===== config.mk =====
export PLATFORM = sky130hd
export DESIGN_NAME = ofs_regs
export DESIGN_NICKNAME = d
export VERILOG_FILES = /design/src/inc/ofs_pkg.sv /design/src/hw/ofs_sample_fmt.sv /design/src/hw/ofs_regs.sv
export VERILOG_INCLUDE_DIRS = /design/src /design/src/inc
export SDC_FILE = /design/constraint.sdc
export NUM_CORES = 1
export LEC_CHECK = 0
export BUFFER_PORTS_ARGS = -buffer_cell sky130_fd_sc_hd__buf_2
export CAP_MARGIN = 20
export CORE_ASPECT_RATIO = 1.4
export CORE_MARGIN = 8
export CORE_UTILIZATION = 46
export CTS_CLUSTER_SIZE = 14
export DETAILED_ROUTE_END_ITERATION = 7
export PLACE_DENSITY = 0.75
export SLEW_MARGIN = 25
export SYNTH_ARGS = -nofsm -noshare
export SYNTH_HDL_FRONTEND = slang
export SYNTH_SLANG_ARGS = --single-unit

===== constraint.sdc =====
create_clock -name sys_clk -period 1.4 [get_ports sys_clk]
set_input_delay 0.21 -clock sys_clk [delete_from_list [all_inputs] [get_ports sys_clk]]
set_output_delay 0.21 -clock sys_clk [all_outputs]
set_load 0.01 [all_outputs]

===== src/inc/ofs_params.svh =====
// register offsets, field positions and reset values of the output format block
`ifndef OFS_PARAMS_SVH
`define OFS_PARAMS_SVH
`define OFS_ADDR_W        12
`define OFS_ADDR_CTL2     12'h55a
`define OFS_ADDR_FMT      12'h561
`define OFS_ADDR_ORCLR    12'h562
`define OFS_ADDR_ORSTAT   12'h563
`define OFS_ADDR_CHSEL    12'h564
`define OFS_ADDR_RATE     12'h56e
`define OFS_ADDR_PLL      12'h56f
`define OFS_ADDR_QUICK    12'h570
`define OFS_ADDR_IRQSTAT  12'h5f0
`define OFS_ADDR_IRQMASK  12'h5f1
`define OFS_RST_CTL2      8'h01
`define OFS_RST_FMT       8'h01
`define OFS_RST_ORCLR     8'h00
`define OFS_RST_CHSEL     8'h00
`define OFS_RST_RATE      8'h10
`define OFS_RST_QUICK     8'h88
`define OFS_RST_IRQMASK   8'h00
`define OFS_FMT_INV_BIT   2
`define OFS_RATE_BIT      4
`define OFS_PLL_BIT       7
`define OFS_IRQ_OR_BIT    0
`define OFS_IRQ_LOCK_BIT  1
`define OFS_IRQ_UNLK_BIT  2
`define OFS_SAMPLE_W      14
`define OFS_NUM_VC        8
`endif


===== src/inc/ofs_pkg.sv =====
// types shared by the output format block
package ofs_pkg;
    typedef enum logic [1:0] {OFS_FMT_OFFSET_BIN, OFS_FMT_TWOS_COMP, OFS_FMT_RSV2, OFS_FMT_RSV3}
        ofs_fmt_e;
    typedef struct packed {
        logic [13:0] ch_a;
        logic [13:0] ch_b;
    } ofs_pair_s;
    typedef struct packed {
        logic        wr;
        logic        rd;
        logic [11:0] addr;
        logic [7:0]  wdata;
    } ofs_bus_s;
endpackage : ofs_pkg


===== src/hw/ofs_sample_fmt.sv =====
// per-sample format conversion, inversion and channel swap
`include "ofs_params.svh"
module ofs_sample_fmt
(
    input  wire logic              sys_clk,
    input  wire logic              rst,
    input  wire logic [1:0]        fmt_sel,
    input  wire logic              invert,
    input  wire logic              swap,
    input  wire ofs_pkg::ofs_pair_s in_pair,
    output      ofs_pkg::ofs_pair_s out_pair
);
    import ofs_pkg::*;

    function automatic logic [13:0] conv(input logic [13:0] s, input logic [1:0] f,
                                         input logic inv);
        logic [13:0] t;
        t = inv ? ~s : s;
        if (f == 2'(OFS_FMT_OFFSET_BIN))
            conv = {~t[13], t[12:0]};
        else
            conv = t;
    endfunction : conv

    always_ff @(posedge sys_clk)
    begin
        if (rst)
            out_pair <= '0;
        else if (swap)
        begin
            out_pair.ch_a <= conv(in_pair.ch_b, fmt_sel, invert);
            out_pair.ch_b <= conv(in_pair.ch_a, fmt_sel, invert);
        end
        else
        begin
            out_pair.ch_a <= conv(in_pair.ch_a, fmt_sel, invert);
            out_pair.ch_b <= conv(in_pair.ch_b, fmt_sel, invert);
        end
    end
endmodule : ofs_sample_fmt


===== src/hw/ofs_regs.sv =====
// output format and status register bank
`include "ofs_params.svh"
module ofs_regs
(
    input  wire logic               sys_clk,
    input  wire logic               rst,
    input  wire ofs_pkg::ofs_bus_s  bus,
    output      logic [7:0]         rdata,
    input  wire logic [7:0]         vc_overrange,
    input  wire logic               pll_locked_async,
    input  wire ofs_pkg::ofs_pair_s sample_in,
    output      ofs_pkg::ofs_pair_s sample_out,
    output      logic               low_rate_band,
    output      logic [7:0]         quick_setup,
    output      logic [7:0]         ctl_select_2,
    output      logic               irq
);
    import ofs_pkg::*;

    // ==========================================================
    // control registers
    logic [7:0] fmt_q;
    logic [7:0] orclr_q;
    logic [7:0] chsel_q;
    logic [7:0] rate_q;
    logic [7:0] quick_q;
    logic [7:0] ctl2_q;
    logic [7:0] mask_q;

    always_ff @(posedge sys_clk)
    begin
        if (rst)
        begin
            fmt_q   <= `OFS_RST_FMT;
            orclr_q <= `OFS_RST_ORCLR;
            chsel_q <= `OFS_RST_CHSEL;
            rate_q  <= `OFS_RST_RATE;
            quick_q <= `OFS_RST_QUICK;
            ctl2_q  <= `OFS_RST_CTL2;
            mask_q  <= `OFS_RST_IRQMASK;
        end
        else if (bus.wr)
        begin
            case (bus.addr)
                `OFS_ADDR_FMT:     fmt_q   <= {5'h00, bus.wdata[2:0]};
                `OFS_ADDR_ORCLR:   orclr_q <= bus.wdata;
                `OFS_ADDR_CHSEL:   chsel_q <= {7'h00, bus.wdata[0]};
                `OFS_ADDR_RATE:    rate_q  <= {3'h0, bus.wdata[4], 4'h0};
                `OFS_ADDR_QUICK:   quick_q <= bus.wdata;
                `OFS_ADDR_CTL2:    ctl2_q  <= {5'h00, bus.wdata[2:0]};
                `OFS_ADDR_IRQMASK: mask_q  <= {5'h00, bus.wdata[2:0]};
                default:           ;
            endcase
        end
    end

    // ==========================================================
    // lock synchroniser
    logic sync1_q;
    logic lock_q;
    logic lock_prev_q;

    always_ff @(posedge sys_clk)
    begin
        if (rst)
        begin
            sync1_q     <= 1'b0;
            lock_q      <= 1'b0;
            lock_prev_q <= 1'b0;
        end
        else
        begin
            sync1_q     <= pll_locked_async;
            lock_q      <= sync1_q;
            lock_prev_q <= lock_q;
        end
    end

    // ==========================================================
    // overrange flags, one per virtual converter
    logic [7:0] or_q;
    genvar g;
    generate
        for (g = 0; g < `OFS_NUM_VC; g++)
        begin : g_or
            always_ff @(posedge sys_clk)
            begin
                if (rst)
                    or_q[g] <= 1'b0;
                else if (vc_overrange[g])
                    or_q[g] <= 1'b1;
                else if (orclr_q[g])
                    or_q[g] <= 1'b0;
            end
        end
    endgenerate

    // ==========================================================
    // interrupt status, cleared by read, set wins
    logic [7:0] ev;
    logic [7:0] irqs_q;
    logic       rd_irqs;
    assign ev = {5'h00, lock_prev_q & ~lock_q, lock_q & ~lock_prev_q, |(vc_overrange & ~orclr_q)};
    assign rd_irqs = bus.rd && bus.addr == `OFS_ADDR_IRQSTAT;

    always_ff @(posedge sys_clk)
    begin
        if (rst)
            irqs_q <= 8'h00;
        else
            irqs_q <= (rd_irqs ? 8'h00 : irqs_q) | ev;
    end

    always_ff @(posedge sys_clk)
    begin
        if (rst)
            irq <= 1'b0;
        else
            irq <= |((ev | (rd_irqs ? 8'h00 : irqs_q)) & mask_q);
    end

    // ==========================================================
    // read port
    always_ff @(posedge sys_clk)
    begin
        if (rst)
            rdata <= 8'h00;
        else if (bus.rd)
        begin
            case (bus.addr)
                `OFS_ADDR_FMT:     rdata <= fmt_q;
                `OFS_ADDR_ORCLR:   rdata <= orclr_q;
                `OFS_ADDR_ORSTAT:  rdata <= or_q;
                `OFS_ADDR_CHSEL:   rdata <= chsel_q;
                `OFS_ADDR_RATE:    rdata <= rate_q;
                `OFS_ADDR_PLL:     rdata <= {lock_q, 7'h00};
                `OFS_ADDR_QUICK:   rdata <= quick_q;
                `OFS_ADDR_CTL2:    rdata <= ctl2_q;
                `OFS_ADDR_IRQSTAT: rdata <= irqs_q;
                `OFS_ADDR_IRQMASK: rdata <= mask_q;
                default:           rdata <= 8'h00;
            endcase
        end
        else
            rdata <= 8'h00;
    end

    // ==========================================================
    // outputs
    always_ff @(posedge sys_clk)
    begin
        if (rst)
        begin
            low_rate_band <= 1'b0;
            quick_setup   <= `OFS_RST_QUICK;
            ctl_select_2  <= `OFS_RST_CTL2;
        end
        else
        begin
            low_rate_band <= rate_q[`OFS_RATE_BIT];
            quick_setup   <= quick_q;
            ctl_select_2  <= ctl2_q;
        end
    end

    ofs_sample_fmt u_fmt
    (
        .sys_clk  (sys_clk),
        .rst      (rst),
        .fmt_sel  (fmt_q[1:0]),
        .invert   (fmt_q[`OFS_FMT_INV_BIT]),
        .swap     (chsel_q[0]),
        .in_pair  (sample_in),
        .out_pair (sample_out)
    );
endmodule : ofs_regs


==> metrics.csv <==
stage;metric;value;unit
status;status;finished, final reports clean;
logic_synthesis;sequential share of the synthesized area;46.2;%
grt;All-Layer GR Usage;17.7;%
grt;first-pass GRT wire length;16800;um
placement;Buffers on Ports;109;
finish;Ant. Diodes;0;
detailed_routing;Iter 0 DRT Violations;206;
logic_synthesis;cells after synthesis;417;
timing;Peak Freq;777;MHz
hold_path;Hold Path End;sync1_q$_SDFF_PP0_;
floorplanning;Ports;115;
clocking;CTS root buffer;clkbuf_16;
floorplanning;row count;39;
placement;gpl congestion;0.921;
clocking;Max Buffers Root-to-Sink;2;
grt;global route overflow;0;
setup_path;max incr delay on CP;0.38;ns
hold_path;min-delay worst type;primary input to register;
setup_path;Worst Path Class, Setup;register to register;
timing;Worst Slack Setup Final;0.113;ns
grt;initial antenna violation count;0;
floorplanning;Initial Utilization;47.6;%
floorplanning;Die Y-Extent;125;um
power_and_ir_drop;PwrDens;1060;nW/um2
grt;number of global-route vias before repair;3599;
logic_synthesis;Top FF cell, synth;dfxtp_1;
hold_path;Worst Hold Depth;2;
timing;hold slack final;0.127;ns
floorplanning;Core Area;8200;um2
logic_synthesis;area fraction of the dominant cell type after synthesis;46.2;%
logic_synthesis;top-count cell post-synth;dfxtp_1;
power_and_ir_drop;Power Total;5.45;mW
clocking;hold_buf cts;0;
hold_path;Hold Startpoint;pll_locked_async;
setup_path;Crit-path slowest cell;dfxtp_1;
placement;pre-CTS setup slack;-0.207;ns
placement;dpl hpwl;8140;um
clocking;clk sinks;90;
floorplanning;die area;11700;um2
logic_synthesis;Synth area leaders;dfxtp_1 (46%), mux2i_1 (10%), xor2_1 (5.8%);
logic_synthesis;Cell variety after synth;52;
detailed_routing;DRT antenna net count;0;
run;Max-Cap Viols;0;
logic_synthesis;cell taking the most area after synthesis;dfxtp_1;
timing;Final Hold Fails;0;
finish;Final nets;617;
logic_synthesis;Mapped Area;3900;um2
setup_path;R2R depth;5;
setup_path;worst reg2reg path endpoint;irq$_SDFF_PP0_;
logic_synthesis;flops & latches, synth;90;
floorplanning;DIE WIDTH;93.8;um
clocking;clock insertion delay at the later pin of the skew report;0.33;ns
logic_synthesis;number of synthesized flops with an enable pin;0;
logic_synthesis;synth warn;0;
detailed_routing;routed wire length;10500;um
setup_path;worst r2r src;orclr_q[4]$_SDFFE_PP0P_;
detailed_routing;vias per std cell;5.31;
clocking;cts bufs inserted;9;
timing;setup violators final;0;
setup_path;CP endpoint kind;register;
setup_path;Critical Path Source Type;register;
detailed_routing;first-pass iteration count of the detailed router;7;
timing;Total Neg Setup Slack;0;ns
setup_path;worst path required time;1.62;ns
timing;period utilisation layout;91.9;%
clocking;H-tree depth;3;
clocking;Clock transition at path regs;0.07;ns
timing;RSZ-0062 raised after global routing;no;
setup_path;worst-path fanout max;4;
setup_path;WP data arrival;1.51;ns
detailed_routing;WL per Instance;15.9;um
finish;layout cell share with drive strength beyond 1;34.0;%
logic_synthesis;Syn Area/Cell;9.35;um2
power_and_ir_drop;worst IR drop on VDD;0.687;mV
timing;Period minus WS final;1.29;ns
timing;Max Transition Viols Final;0;
logic_synthesis;synth cell count leaders;dfxtp_1 (90), nor2_1 (52), mux2i_1 (39);
grt;largest net degree at the start of global routing;37;
finish;Area Overhead vs Synth;31.9;%
logic_synthesis;asr flop ratio synth;0;%
power_and_ir_drop;Leakage;2.34;nW
finish;Core Util, Final;62.7;%
timing;clock skew;0.00521;ns
clocking;CTS tree;done;
detailed_routing;DRC Markers;0;
setup_path;worst-path cell chain;o22ai_1 -> nor4_1 -> buf_4 -> o2bb2ai_1 -> a221o_1;
detailed_routing;Vias;3518;
setup_path;worst reg-to-reg setup slack;0.11;ns
finish;Filler cells;696;
==> kinds of logic (layout without fill, tap and decap cells) <==
family | after synthesis | after routing | share of synthesized area [%]
compound gates | 57 | 57 | 9.47
xor+xnor | 29 | 29 | 6.51
flops | 90 | 90 | 46.2
simple gates | 159 | 159 | 22.5
buf+inv | 42 | 182 | 5.23
other cells | 1 | 5 | 0.0962
mux | 39 | 39 | 10.0
==> per-layer routing <==
| metal | part of all wire (%) | track usage, % |
|---|---|---|
| met2 | 48 | 30.3 |
| met1 | 37 | 17.3 |
| met4 | 3.9 | 10.6 |
| met3 | 10 | 7.19 |
| met5 | 0 | 0 |
==> layout make-up <==
class | instances | area (um2) | area share (%)
Multi-Input combinational cell | 289 | 1950 | 38.0
Timing Repair Buffer | 154 | 921 | 17.9
Tap cell | 102 | 128 | 2.48
Clock buffer | 11 | 253 | 4.92
Inverter | 12 | 45.0 | 0.876
Clock inverter | 5 | 37.5 | 0.730
Sequential cell | 90 | 1800 | 35.1
==> state kept, by name, indices dropped and copies added (netlist names) <==
signal          count
rate_q              1
quick_setup         8
irqs_q              3
irq                 1
ctl2_q              3
chsel_q             1
lock_q              1
rdata               8
lock_prev_q         1
quick_q             8
low_rate_band       1
or_q                8
fmt_q               3
ctl_select_2        3
sync1_q             1
orclr_q             8
u_fmt.out_pair     28
mask_q              3
==> worst max-delay path by stage <==
stage	from	endpoint	slack, ns
final	orclr_q[4]$_SDFFE_PP0P_	irq$_SDFF_PP0_	0.11
after global routing	orclr_q[6]$_SDFFE_PP0P_	irq$_SDFF_PP0_	0.0003
after CTS	orclr_q[1]$_SDFFE_PP0P_	irq$_SDFF_PP0_	0.08
after detailed placement	bus[11]	irq$_SDFF_PP0_	-0.21
after global placement	bus[19]	orclr_q[1]$_SDFFE_PP0P_	-0.20
after floorplan	bus[11]	irq$_SDFF_PP0_	-0.08
==> power by group <==
part / leakage [nW] / internal [mW] / switching (mW) / total [mW]
Sequential: 0.738 / 2.63 / 0.0236 / 2.65
Clock: 0.138 / 1.31 / 1.01 / 2.31
Combinational: 1.46 / 0.216 / 0.270 / 0.486
Total: 2.34 / 4.15 / 1.30 / 5.45
==> critical path, delay by kind of cell (launching register included) <==
kind,cells,cell delay [ns]
AND/OR/NAND/NOR,1,0.18
flip-flops,1,0.38
buffers and inverters,1,0.18
AO/OA/AOI/OAI,3,0.44
==> layout by cell type (no fill, tap or decap), types with 9 or more instances in the layout <==
| cell type | count |
|---|---|
| buf_2 | 109 |
| dfxtp_1 | 88 |
| nor2_1 | 51 |
| buf_4 | 42 |
| mux2i_1 | 39 |
| a21oi_1 | 28 |
| xor2_1 | 26 |
| nand3_1 | 22 |
| nand2_1 | 21 |
| nor2b_1 | 14 |
| inv_1 | 12 |
| nand2b_1 | 12 |
| clkbuf_16 | 9 |
==> timing repair <==
item,4_1_cts,5_1_grt
hold endpoints to repair,0,0
resized for setup,0,2
setup endpoints to repair,0,1
setup buffers,0,1
==> per-stage QoR <==
| step | std cells | area, um2 |
|---|---|---|
| 3_5_place_dp | 646 | 4840 |
| 2_1_floorplan | 421 | 3970 |
| 3_3_place_gp | 646 | 4840 |
| 4_1_cts | 662 | 5130 |
| 5_1_grt | 663 | 5140 |
| 6_report | 663 | 5140 |
(Power assumes the default switching activity.)
